[config.mk]
export PLATFORM = sky130hd
export DESIGN_NAME = memlink_error_signal_routing
export DESIGN_NICKNAME = d
export VERILOG_FILES = /design/src/rtl/memlink_err_pkg.sv /design/src/rtl/memlink_error_signal_routing.sv
export SDC_FILE = /design/constraint.sdc
export NUM_CORES = 1
export LEC_CHECK = 0
export ABC_AREA = 1
export BUFFER_PORTS_ARGS = -buffer_cell sky130_fd_sc_hd__buf_4
export CAP_MARGIN = 20
export CORE_MARGIN = 5
export CORE_UTILIZATION = 25
export DETAILED_ROUTE_END_ITERATION = 10
export REMOVE_ABC_BUFFERS = 1
export SLEW_MARGIN = 5
export SYNTH_ARGS = -nofsm -noshare
export SYNTH_HDL_FRONTEND = slang
export SYNTH_SLANG_ARGS = --single-unit
[constraint.sdc]
create_clock -name pclk -period 1.5 [get_ports pclk]
set_clock_uncertainty 0.05 [all_clocks]
set_input_delay 0.15 -clock pclk [delete_from_list [all_inputs] [get_ports pclk]]
set_output_delay 0.15 -clock pclk [all_outputs]
set_load 0.01 [all_outputs]
[src/rtl/memlink_err_pkg.sv]
// constants for the memory-expansion link error-signal routing block
package memlink_err_pkg;

  // ==========================================================
  // bus geometry
  localparam int unsigned ADDR_W = 14;
  localparam int unsigned DATA_W = 32;
  localparam int unsigned IDX_W  = 12;
  localparam int unsigned FLAG_W = 15;
  localparam int unsigned EN_W   = 16;

  // ==========================================================
  // register indices; byte address is four times the index
  localparam logic [IDX_W-1:0] ERR0_EN_INDEX = 12'h0e0;
  localparam logic [IDX_W-1:0] ERR1_EN_INDEX = 12'h0e2;
  localparam logic [IDX_W-1:0] IRQ_STAT_INDEX = 12'h0e8;
  localparam logic [IDX_W-1:0] IRQ_MASK_INDEX = 12'h0e9;
  localparam logic [IDX_W-1:0] FLAG_VIEW_INDEX = 12'h0ea;

  // ==========================================================
  // reset values and writable fields
  localparam logic [EN_W-1:0] ENABLE_RESET = 16'h0000;
  localparam logic [EN_W-1:0] ENABLE_WRITABLE = 16'h7fff;
  localparam logic [1:0] IRQ_RESET = 2'h0;

  // ==========================================================
  // error flag / enable bit positions
  localparam int unsigned BIT_FATAL_REMOTE      = 14;
  localparam int unsigned BIT_LAST_RETRY_A      = 13;
  localparam int unsigned BIT_UNCORR_REMOTE     = 12;
  localparam int unsigned BIT_CORR_REMOTE       = 11;
  localparam int unsigned BIT_POISON_CFG_WRITE  = 10;
  localparam int unsigned BIT_LAST_RETRY_B      = 9;
  localparam int unsigned BIT_POSTED_FAILED     = 8;
  localparam int unsigned BIT_HOTPLUG_BUS       = 7;
  localparam int unsigned BIT_LINK_ABORT        = 6;
  localparam int unsigned BIT_LINK_CTRL_ERR     = 5;
  localparam int unsigned BIT_POISON_MEM_WRITE  = 4;
  localparam int unsigned BIT_INBOUND_CRC       = 3;
  localparam int unsigned BIT_FIRST_REQ_TIMEOUT = 2;
  localparam int unsigned BIT_INBOUND_CORR_ECC  = 1;
  localparam int unsigned BIT_INBOUND_UNCORR_ECC = 0;

  // ==========================================================
  // interrupt status bits
  localparam int unsigned IRQ_OUT0_RISE = 0;
  localparam int unsigned IRQ_OUT1_RISE = 1;

endpackage

[src/rtl/memlink_error_signal_routing.sv]
// error-signal routing for one memory-expansion link port, APB slave
//
// Behaviour
// error out 0 high when a flag is set and its out-0 enable bit is set.
// error out 1 likewise from the out-1 enables; bit 15 reserved, all reset to 0.
// software should enable one output at most per error condition.
// bit 14 routes a fatal error reported by the memory bridge.
// bits 13 and 9 both route the failed-on-final-retry condition.
// bit 12 routes an uncorrectable error reported by the memory bridge.
// bit 11 routes a correctable-error indication from the memory bridge.
// bit 10 routes sending a poisoned configuration write to the bridge.
// bit 8 routes requests posted to a failed link.
// bit 7 routes a hot-plug error on the regulator management bus.
// bit 6 routes an abort of the inbound link.
// bit 5 routes inbound link-layer control errors.
// bit 4 routes the poisoned memory-write event.
// bit 3 routes an inbound CRC error.
// bit 2 routes a first-request time-out.
// bits 1 and 0 route inbound correctable and first uncorrectable ECC errors.
// each output is OR of enabled flags over bits 14..0; bit 15 never counts.
// enable bits survive warm reset and clear only on power-good reset.
`timescale 1ns/1ps
`default_nettype none

module memlink_error_signal_routing (
  // clock and resets
  input  wire logic                                   pclk,
  input  wire logic                                   presetn,
  input  wire logic                                   warm_rst_n,
  // apb slave
  input  wire logic                                   psel,
  input  wire logic                                   penable,
  input  wire logic                                   pwrite,
  input  wire logic [memlink_err_pkg::ADDR_W-1:0]     paddr,
  input  wire logic [memlink_err_pkg::DATA_W-1:0]     pwdata,
  input  wire logic [3:0]                             pstrb,
  output var  logic [memlink_err_pkg::DATA_W-1:0]     prdata,
  output logic                                        pready,
  output var  logic                                   pslverr,
  // error flags from the link error detection logic
  input  wire logic [memlink_err_pkg::FLAG_W-1:0]     link_err_flags,
  // routed error outputs and interrupt
  output var  logic                                   err_out0,
  output var  logic                                   err_out1,
  output logic                                        irq
);
  import memlink_err_pkg::*;

  // ==========================================================
  // routing function
  // last-retry shows on either flag 13 or 9, and either enable routes it
  function automatic logic route(input logic [FLAG_W-1:0] f,
                                 input logic [EN_W-1:0]   e);
    logic [FLAG_W-1:0] hit;
    hit = '0;
    hit[BIT_FATAL_REMOTE]       = f[BIT_FATAL_REMOTE] & e[BIT_FATAL_REMOTE];
    hit[BIT_LAST_RETRY_A]       = (f[BIT_LAST_RETRY_A] | f[BIT_LAST_RETRY_B])
                                & (e[BIT_LAST_RETRY_A] | e[BIT_LAST_RETRY_B]);
    hit[BIT_UNCORR_REMOTE]      = f[BIT_UNCORR_REMOTE] & e[BIT_UNCORR_REMOTE];
    hit[BIT_CORR_REMOTE]        = f[BIT_CORR_REMOTE] & e[BIT_CORR_REMOTE];
    hit[BIT_POISON_CFG_WRITE]   = f[BIT_POISON_CFG_WRITE] & e[BIT_POISON_CFG_WRITE];
    hit[BIT_POSTED_FAILED]      = f[BIT_POSTED_FAILED] & e[BIT_POSTED_FAILED];
    hit[BIT_HOTPLUG_BUS]        = f[BIT_HOTPLUG_BUS] & e[BIT_HOTPLUG_BUS];
    hit[BIT_LINK_ABORT]         = f[BIT_LINK_ABORT] & e[BIT_LINK_ABORT];
    hit[BIT_LINK_CTRL_ERR]      = f[BIT_LINK_CTRL_ERR] & e[BIT_LINK_CTRL_ERR];
    hit[BIT_POISON_MEM_WRITE]   = f[BIT_POISON_MEM_WRITE] & e[BIT_POISON_MEM_WRITE];
    hit[BIT_INBOUND_CRC]        = f[BIT_INBOUND_CRC] & e[BIT_INBOUND_CRC];
    hit[BIT_FIRST_REQ_TIMEOUT]  = f[BIT_FIRST_REQ_TIMEOUT] & e[BIT_FIRST_REQ_TIMEOUT];
    hit[BIT_INBOUND_CORR_ECC]   = f[BIT_INBOUND_CORR_ECC] & e[BIT_INBOUND_CORR_ECC];
    hit[BIT_INBOUND_UNCORR_ECC] = f[BIT_INBOUND_UNCORR_ECC]
                                & e[BIT_INBOUND_UNCORR_ECC];
    return |hit;
  endfunction

  // byte-lane merge of a write into a 16-bit register
  function automatic logic [EN_W-1:0] merge(input logic [EN_W-1:0]   old,
                                            input logic [DATA_W-1:0] wd,
                                            input logic [3:0]        st);
    logic [EN_W-1:0] v;
    v = old;
    if (st[0]) begin
      v[7:0] = wd[7:0];
    end
    if (st[1]) begin
      v[15:8] = wd[15:8];
    end
    return v;
  endfunction

  // ==========================================================
  // state
  logic [EN_W-1:0]   en0_reg;
  logic [EN_W-1:0]   en1_reg;
  logic [1:0]        stat_reg;
  logic [1:0]        stat_next;
  logic [1:0]        mask_reg;
  logic              route0;
  logic              route1;
  logic [1:0]        rise;
  logic              setup;
  logic              wr;
  logic [IDX_W-1:0]  idx;
  logic              mapped;
  logic [DATA_W-1:0] rd_mux;

  // ==========================================================
  // bus decode
  assign setup = psel & ~penable;
  assign wr = psel & penable & pwrite;
  assign idx = paddr[ADDR_W-1:2];
  assign pready = 1'b1; // every access completes in its first access cycle

  // decode of mapped indices and read mux
  always_comb begin
    mapped = 1'b1;
    rd_mux = '0;
    case (idx)
      ERR0_EN_INDEX: begin
        rd_mux[EN_W-1:0] = en0_reg;
      end
      ERR1_EN_INDEX: begin
        rd_mux[EN_W-1:0] = en1_reg;
      end
      IRQ_STAT_INDEX: begin
        rd_mux[1:0] = stat_reg;
      end
      IRQ_MASK_INDEX: begin
        rd_mux[1:0] = mask_reg;
      end
      FLAG_VIEW_INDEX: begin
        rd_mux[FLAG_W-1:0] = link_err_flags;
        rd_mux[16] = err_out0;
        rd_mux[17] = err_out1;
      end
      default: begin
        mapped = 1'b0;
      end
    endcase
  end

  // read data and error answer are caught in the setup cycle so they come
  // from flip-flops; the trade is that a read shows state one cycle old
  always_ff @(posedge pclk or negedge presetn) begin
    if (!presetn) begin
      prdata <= '0;
      pslverr <= 1'b0;
    end else if (setup) begin
      prdata <= pwrite ? '0 : rd_mux;
      pslverr <= ~mapped;
    end
  end

  // ==========================================================
  // routing enables: sticky, so only the power-good reset clears them;
  // reserved bit 15 is never stored
  always_ff @(posedge pclk or negedge presetn) begin
    if (!presetn) begin
      en0_reg <= ENABLE_RESET;
      en1_reg <= ENABLE_RESET;
    end else if (wr) begin
      if (idx == ERR0_EN_INDEX) begin
        en0_reg <= merge(en0_reg, pwdata, pstrb) & ENABLE_WRITABLE;
      end
      if (idx == ERR1_EN_INDEX) begin
        en1_reg <= merge(en1_reg, pwdata, pstrb) & ENABLE_WRITABLE;
      end
    end
  end

  // ==========================================================
  // routed outputs; no check that one error drives one output only,
  // software owns that choice
  assign route0 = route(link_err_flags, en0_reg);
  assign route1 = route(link_err_flags, en1_reg);

  // outputs registered: one cycle from flag to pin
  always_ff @(posedge pclk or negedge presetn) begin
    if (!presetn) begin
      err_out0 <= 1'b0;
      err_out1 <= 1'b0;
    end else if (!warm_rst_n) begin
      err_out0 <= 1'b0;
      err_out1 <= 1'b0;
    end else begin
      err_out0 <= route0;
      err_out1 <= route1;
    end
  end

  // ==========================================================
  // interrupt: rising edge of each output sets a sticky status bit
  assign rise = {route1 & ~err_out1, route0 & ~err_out0};

  // write-one-to-clear; a new rise in the same cycle wins over the clear
  always_comb begin
    stat_next = stat_reg;
    if (wr && idx == IRQ_STAT_INDEX && pstrb[0]) begin
      stat_next = stat_reg & ~pwdata[1:0];
    end
    stat_next = stat_next | rise;
  end

  always_ff @(posedge pclk or negedge presetn) begin
    if (!presetn) begin
      stat_reg <= IRQ_RESET;
    end else if (!warm_rst_n) begin
      stat_reg <= IRQ_RESET;
    end else begin
      stat_reg <= stat_next;
    end
  end

  // mask bit 1 lets the status bit through
  always_ff @(posedge pclk or negedge presetn) begin
    if (!presetn) begin
      mask_reg <= IRQ_RESET;
    end else if (!warm_rst_n) begin
      mask_reg <= IRQ_RESET;
    end else if (wr && idx == IRQ_MASK_INDEX && pstrb[0]) begin
      mask_reg <= pwdata[1:0];
    end
  end

  assign irq = |(stat_reg & mask_reg);

  // ==========================================================
  // assertions
  AST_OUT0_FOLLOWS: assert property (@(posedge pclk) disable iff (!presetn)
    warm_rst_n |=> (err_out0 == $past(route0)))
    else $error("error out 0 does not follow its routed flags");

  AST_OUT1_FOLLOWS: assert property (@(posedge pclk) disable iff (!presetn)
    warm_rst_n |=> (err_out1 == $past(route1)))
    else $error("error out 1 does not follow its routed flags");

  AST_NO_ROUTE_UNENABLED: assert property (@(posedge pclk) disable iff (!presetn)
    (en0_reg == '0) && (en1_reg == '0) |=> !err_out0 && !err_out1)
    else $error("an output rose with no enable bit set");

  AST_RESERVED_ZERO: assert property (@(posedge pclk) disable iff (!presetn)
    !en0_reg[15] && !en1_reg[15])
    else $error("reserved enable bit 15 holds a one");

  AST_FATAL_OUT1: assert property (@(posedge pclk) disable iff (!presetn)
    warm_rst_n && link_err_flags[BIT_FATAL_REMOTE] && en1_reg[BIT_FATAL_REMOTE]
    |=> err_out1)
    else $error("fatal remote error not routed to out 1");

  AST_LAST_RETRY_CROSS: assert property (@(posedge pclk) disable iff (!presetn)
    warm_rst_n && link_err_flags[BIT_LAST_RETRY_A] && en0_reg[BIT_LAST_RETRY_B]
    |=> err_out0)
    else $error("last retry not routed through its twin enable bit");

  AST_CRC_OUT0: assert property (@(posedge pclk) disable iff (!presetn)
    warm_rst_n && link_err_flags[BIT_INBOUND_CRC] && en0_reg[BIT_INBOUND_CRC]
    |=> err_out0)
    else $error("inbound crc error not routed to out 0");

  AST_ENABLE_WRITE: assert property (@(posedge pclk) disable iff (!presetn)
    wr && idx == ERR0_EN_INDEX && pstrb[1:0] == 2'h3
    |=> en0_reg == ($past(pwdata[15:0]) & ENABLE_WRITABLE))
    else $error("enable write to out 0 register not stored");

  AST_STICKY_WARM: assert property (@(posedge pclk) disable iff (!presetn)
    !warm_rst_n && !wr |=> $stable(en0_reg) && $stable(en1_reg))
    else $error("warm reset disturbed a sticky enable register");

  // one cycle only: a clear or a warm reset may legally drop it after that
  AST_IRQ_ON_RISE: assert property (@(posedge pclk) disable iff (!presetn)
    warm_rst_n && rise[IRQ_OUT0_RISE] && mask_reg[IRQ_OUT0_RISE]
    && !(wr && idx == IRQ_MASK_INDEX) |=> irq)
    else $error("interrupt missing after out 0 rise");

  // interrupt status bookkeeping
  AST_STAT_SET: assert property (@(posedge pclk) disable iff (!presetn)
    warm_rst_n |=> (stat_reg & $past(rise)) == $past(rise))
    else $error("a rise did not set its status bit");

  AST_STAT_W1C: assert property (@(posedge pclk) disable iff (!presetn)
    warm_rst_n && wr && idx == IRQ_STAT_INDEX && pstrb[0] && pwdata[0]
    && !rise[IRQ_OUT0_RISE] |=> !stat_reg[IRQ_OUT0_RISE])
    else $error("writing one did not clear status bit 0");

  AST_WARM_CLEARS: assert property (@(posedge pclk) disable iff (!presetn)
    !warm_rst_n |=> !err_out0 && !err_out1
    && (stat_reg == IRQ_RESET) && (mask_reg == IRQ_RESET))
    else $error("warm reset left non-sticky state set");

  AST_EN1_WRITE: assert property (@(posedge pclk) disable iff (!presetn)
    wr && idx == ERR1_EN_INDEX && pstrb[1:0] == 2'h3
    |=> en1_reg == ($past(pwdata[15:0]) & ENABLE_WRITABLE))
    else $error("enable write to out 1 register not stored");

  // any enabled flag must reach its output, whatever its position
  AST_ANY_OUT0: assert property (@(posedge pclk) disable iff (!presetn)
    warm_rst_n && |(link_err_flags & en0_reg[FLAG_W-1:0]) |=> err_out0)
    else $error("an enabled flag did not reach out 0");

  AST_ANY_OUT1: assert property (@(posedge pclk) disable iff (!presetn)
    warm_rst_n && |(link_err_flags & en1_reg[FLAG_W-1:0]) |=> err_out1)
    else $error("an enabled flag did not reach out 1");

  AST_NO_FLAG_QUIET: assert property (@(posedge pclk) disable iff (!presetn)
    link_err_flags == '0 |=> !err_out0 && !err_out1)
    else $error("an output is high with no flag set");

  // spot checks on single conditions, on both outputs
  AST_UNCORR_OUT1: assert property (@(posedge pclk) disable iff (!presetn)
    warm_rst_n && link_err_flags[BIT_UNCORR_REMOTE] && en1_reg[BIT_UNCORR_REMOTE]
    |=> err_out1)
    else $error("uncorrectable remote error not routed to out 1");

  AST_HOTPLUG_OUT1: assert property (@(posedge pclk) disable iff (!presetn)
    warm_rst_n && link_err_flags[BIT_HOTPLUG_BUS] && en1_reg[BIT_HOTPLUG_BUS]
    |=> err_out1)
    else $error("hot-plug bus error not routed to out 1");

  AST_ABORT_OUT0: assert property (@(posedge pclk) disable iff (!presetn)
    warm_rst_n && link_err_flags[BIT_LINK_ABORT] && en0_reg[BIT_LINK_ABORT]
    |=> err_out0)
    else $error("inbound link abort not routed to out 0");

  AST_POISON_OUT0: assert property (@(posedge pclk) disable iff (!presetn)
    warm_rst_n && link_err_flags[BIT_POISON_MEM_WRITE] && en0_reg[BIT_POISON_MEM_WRITE]
    |=> err_out0)
    else $error("poisoned memory write not routed to out 0");

  AST_ECC_OUT1: assert property (@(posedge pclk) disable iff (!presetn)
    warm_rst_n && link_err_flags[BIT_INBOUND_UNCORR_ECC] && en1_reg[BIT_INBOUND_UNCORR_ECC]
    |=> err_out1)
    else $error("inbound uncorrectable ecc error not routed to out 1");

  COV_OUT0: cover property (@(posedge pclk) disable iff (!presetn)
    !err_out0 ##1 err_out0);
  COV_BOTH: cover property (@(posedge pclk) disable iff (!presetn)
    err_out0 && err_out1);
  COV_CLEAR_RACE: cover property (@(posedge pclk) disable iff (!presetn)
    wr && idx == IRQ_STAT_INDEX && |rise);
  COV_WARM: cover property (@(posedge pclk) disable iff (!presetn)
    !warm_rst_n && en0_reg != '0);
  COV_LAST_RETRY_CROSS: cover property (@(posedge pclk) disable iff (!presetn)
    link_err_flags[BIT_LAST_RETRY_B] && en0_reg[BIT_LAST_RETRY_A]);

endmodule

`default_nettype wire

==> flow_summary.toml <==
[run_status]
status = "completed"

[grt]
via_count_of_the_first_global_routing_pass = 2641
grt_pass1_wl_um = 13130
grt_start_max_net_pins = 55
initial_antenna_violation_count = 0
grt_overflow_total = 0
grt_use_total_pct = 10.94

[worst_setup_path]
worst_r2r_path_depth = 6
critPathMaxFanout = 3
timing_worst_setup_path_type = "reg -> out"
critical_path.reg2reg.startpoint = "en0_reg[1]$_DFFE_PN0P_"
cp_data_arrival_time_ns = 1.07
worst-endpoint-required_ns = 1.30
worstSetupStartpointType = "flop"
critical_path.endpoint_type = "output pin"
critPathLaunch = "stat_reg[0]$_DFF_PN0_"

[synth]
dominantRegCellSynth = "sky130_fd_sc_hd__dfrtp_1"
yosysSeqAreaShare_pct = 41.83
synth-seq-cells = 54
synth.top_cells.by_area = "sky130_fd_sc_hd__dfrtp_1 (42%), sky130_fd_sc_hd__nand2_1 (13%), sky130_fd_sc_hd__o21ai_2 (8.1%), sky130_fd_sc_hd__nand3_1 (6.5%), sky130_fd_sc_hd__nand2_2 (5.8%)"
yosysUniqueCellTypes = 33
netlist.area_leader.share_pct = 41.83
synth.most_common_cell = "sky130_fd_sc_hd__nand2_1"
synthCells = 385
combined_area_of_all_synthesized_cells_mm2 = 0.003231
post_synth.cell_area_avg_um2 = 8.391
synth_top_cells_by_count = "sky130_fd_sc_hd__nand2_1 (114), sky130_fd_sc_hd__dfrtp_1 (54), sky130_fd_sc_hd__nand3_1 (42)"
yosys_warnings = 0
synth_edf_count = 0
synthDominantAreaCellType = "sky130_fd_sc_hd__dfrtp_1"
synth-async-reset-ratio_pct = 100.0

[floorplan]
initial_core_util_pct = 25.60
die_h_um = 123.7
core-area_mm2 = 0.01262
fp.dieW_um = 123.7
design.portCount = 108
num_rows = 41
dieArea_mm2 = 0.01530

[power]
irDropWorstVdd_uv = 495.4
power_switching_share_pct = 22.98
p_int_w = 0.002188
switching_power_w = 0.0006529
seqPwrFrac_pct = 51.5
power-per-cell-area_mw_per_mm2 = 711.1
leakage_power_total_nw = 2.209
clkPwrFrac_pct = 39.5
relative_contribution_of_combinational_cells_to_total_power_pct = 9.1

[placement]
dp.final_hpwl_um = 6618
buffer_ports.inserted = 70
postPlaceCellArea_mm2 = 0.003842
total_instance_count_after_detailed_placement = 622
gp_routability_congestion = 0.8334
dp_worst_setup_slack_ns = 0.04809

[clock_tree]
cts_htree_levels = 2
cts_resized = 0
worst_skew_pair.late_latency_ns = 0.28
cts_buffers = 5
clock_tree_from_tritoncts = "built"
post_cts.repair.setup_buffers = 0
clock_sinks = 54
clkSlewWorstSetupHoldPaths_ns = 0.07
cts_buffer_depth = 2
clk_root_buffer_cell = "sky130_fd_sc_hd__clkbuf_16"

[sta]
finalSetupViolations = 0
finalCritPeriodShare_pct = 84.40
max_freq_mhz = 789.9
period_minus_slack_ns = 1.266
rsz0062_at_grt = "false"
timing_max_transition_violations_final = 0
finalHoldViolations = 0
worst_slew_pin_slew_ns = 0.6840
max_slew_margin_pct = 54.40
fin_ws_ns = 0.2340
final.setup.tns_ns = 0

[routing]
length_of_the_first_detailed_routing_pass_in_iterations = 4
remaining_drc_errors = 0
detail_route.wl_per_cell_um = 12.94
via_per_inst = 4.177
drtAntennaViolNets = 0
via_count = 2636
drtIter0Drc = 124
postRouteWirelength_um = 8166

[cells_and_area]
filler_cell_count = 1368
share_of_layout_cells_above_drive_strength_1_pct = 36.60
final_core_util_pct = 31.66
final_area_mm2 = 0.003995
largest_register_ff_count = 17
flow.area_growth_from_synthesis_pct = 23.66
stdcell_count = 631
antenna_cell_count = 0
fin_nets = 529

[hold_path]
hold_path_start = "pwdata[5]"
hold-path-cell-count = 3
worstHoldPathType = "in -> reg"

[run]
max_cap_violations = 0
what timing repair did:
action / in CTS / in global routing
setup endpoints to repair: 0 / 0
hold buffers: 1 / 0
hold endpoints to repair: 54 / 0
layer usage:
layer,up-vias,share of wire [%],track usage (%)
li1,1339,-,-
met1,1205,43,14.11
met2,80,46,17.54
met3,12,9.0,3.678
met4,0,2.0,2.976
met5,-,0,0
cell families (layout without fill, tap and decap cells):
logic type,after synthesis,in the layout,synth area share (%)
other,2,16,0.2325
buffers and inverters,60,120,11.66
and+or+nand+nor,227,227,35.59
AOI/OAI and AO/OA,42,42,10.69
DFF,54,54,41.83
cells in the final DEF, fill, tap and decap left out, types with 3 or more instances in the layout:
master,synthesis,final
sky130_fd_sc_hd__nand4_1,3,3
sky130_fd_sc_hd__nor2_1,14,14
sky130_fd_sc_hd__nand3_1,42,42
sky130_fd_sc_hd__clkbuf_16,0,5
sky130_fd_sc_hd__dfrtp_1,54,54
sky130_fd_sc_hd__a22o_1,3,3
sky130_fd_sc_hd__nor2_4,3,3
sky130_fd_sc_hd__inv_1,29,29
sky130_fd_sc_hd__o21ai_2,30,30
sky130_fd_sc_hd__buf_4,17,78
sky130_fd_sc_hd__nand2_4,6,6
sky130_fd_sc_hd__nand3_2,8,8
sky130_fd_sc_hd__nand2_2,30,30
sky130_fd_sc_hd__conb_1,2,16
sky130_fd_sc_hd__nand2_1,114,114
final timing paths:
check | endpoint | slack (ns)
max | irq | 0.23
min | en0_reg[5]$_DFFE_PN0P_ | 0.09
max reg2reg | stat_reg[0]$_DFF_PN0_ | 0.23
min reg2reg | prdata[3]$_DFFE_PN0P_ | 0.44
max in group asynchronous | en1_reg[10]$_DFFE_PN0P_ | 0.54
min in group asynchronous | prdata[12]$_DFFE_PN0P_ | 0.40
final cells by class:
class / instances / area [um^2] / share of cell area, %
multi-input cells: 285 / 1555 / 38.93
flip-flops and latches: 54 / 1351 / 33.82
repair buffers: 79 / 595.6 / 14.91
well taps: 172 / 215.2 / 5.387
inverters: 33 / 135.1 / 3.382
clock buffers: 6 / 128.9 / 3.226
clock inverters: 2 / 13.76 / 0.3445
power by group through the flow:
stage | clock (W) | combinational (W) | sequential, W
3_3_place_gp | 0 | 0.000254 | 0.00149
3_5_place_dp | 0 | 0.000259 | 0.00149
5_1_grt | 0.00122 | 0.000288 | 0.00146
2_1_floorplan | 0 | 0.0000854 | 0.00149
6_report | 0.00112 | 0.000258 | 0.00146
4_1_cts | 0.00116 | 0.000262 | 0.00146
through the flow:
stage	total power (W)	hold WS, ns
6_report	0.002841	0.09377
5_1_grt	0.002972	0.08991
4_1_cts	0.002882	0.09380
3_5_place_dp	0.001749	0.1836
3_3_place_gp	0.001744	0.1748
2_1_floorplan	0.001577	-0.1956
critical path, cell delays in order, from the launching register on:
cell,delay (ns)
sky130_fd_sc_hd__dfrtp_1,0.42
sky130_fd_sc_hd__a22o_1,0.23
sky130_fd_sc_hd__buf_4,0.14
Power figures use the tool's default switching activity.
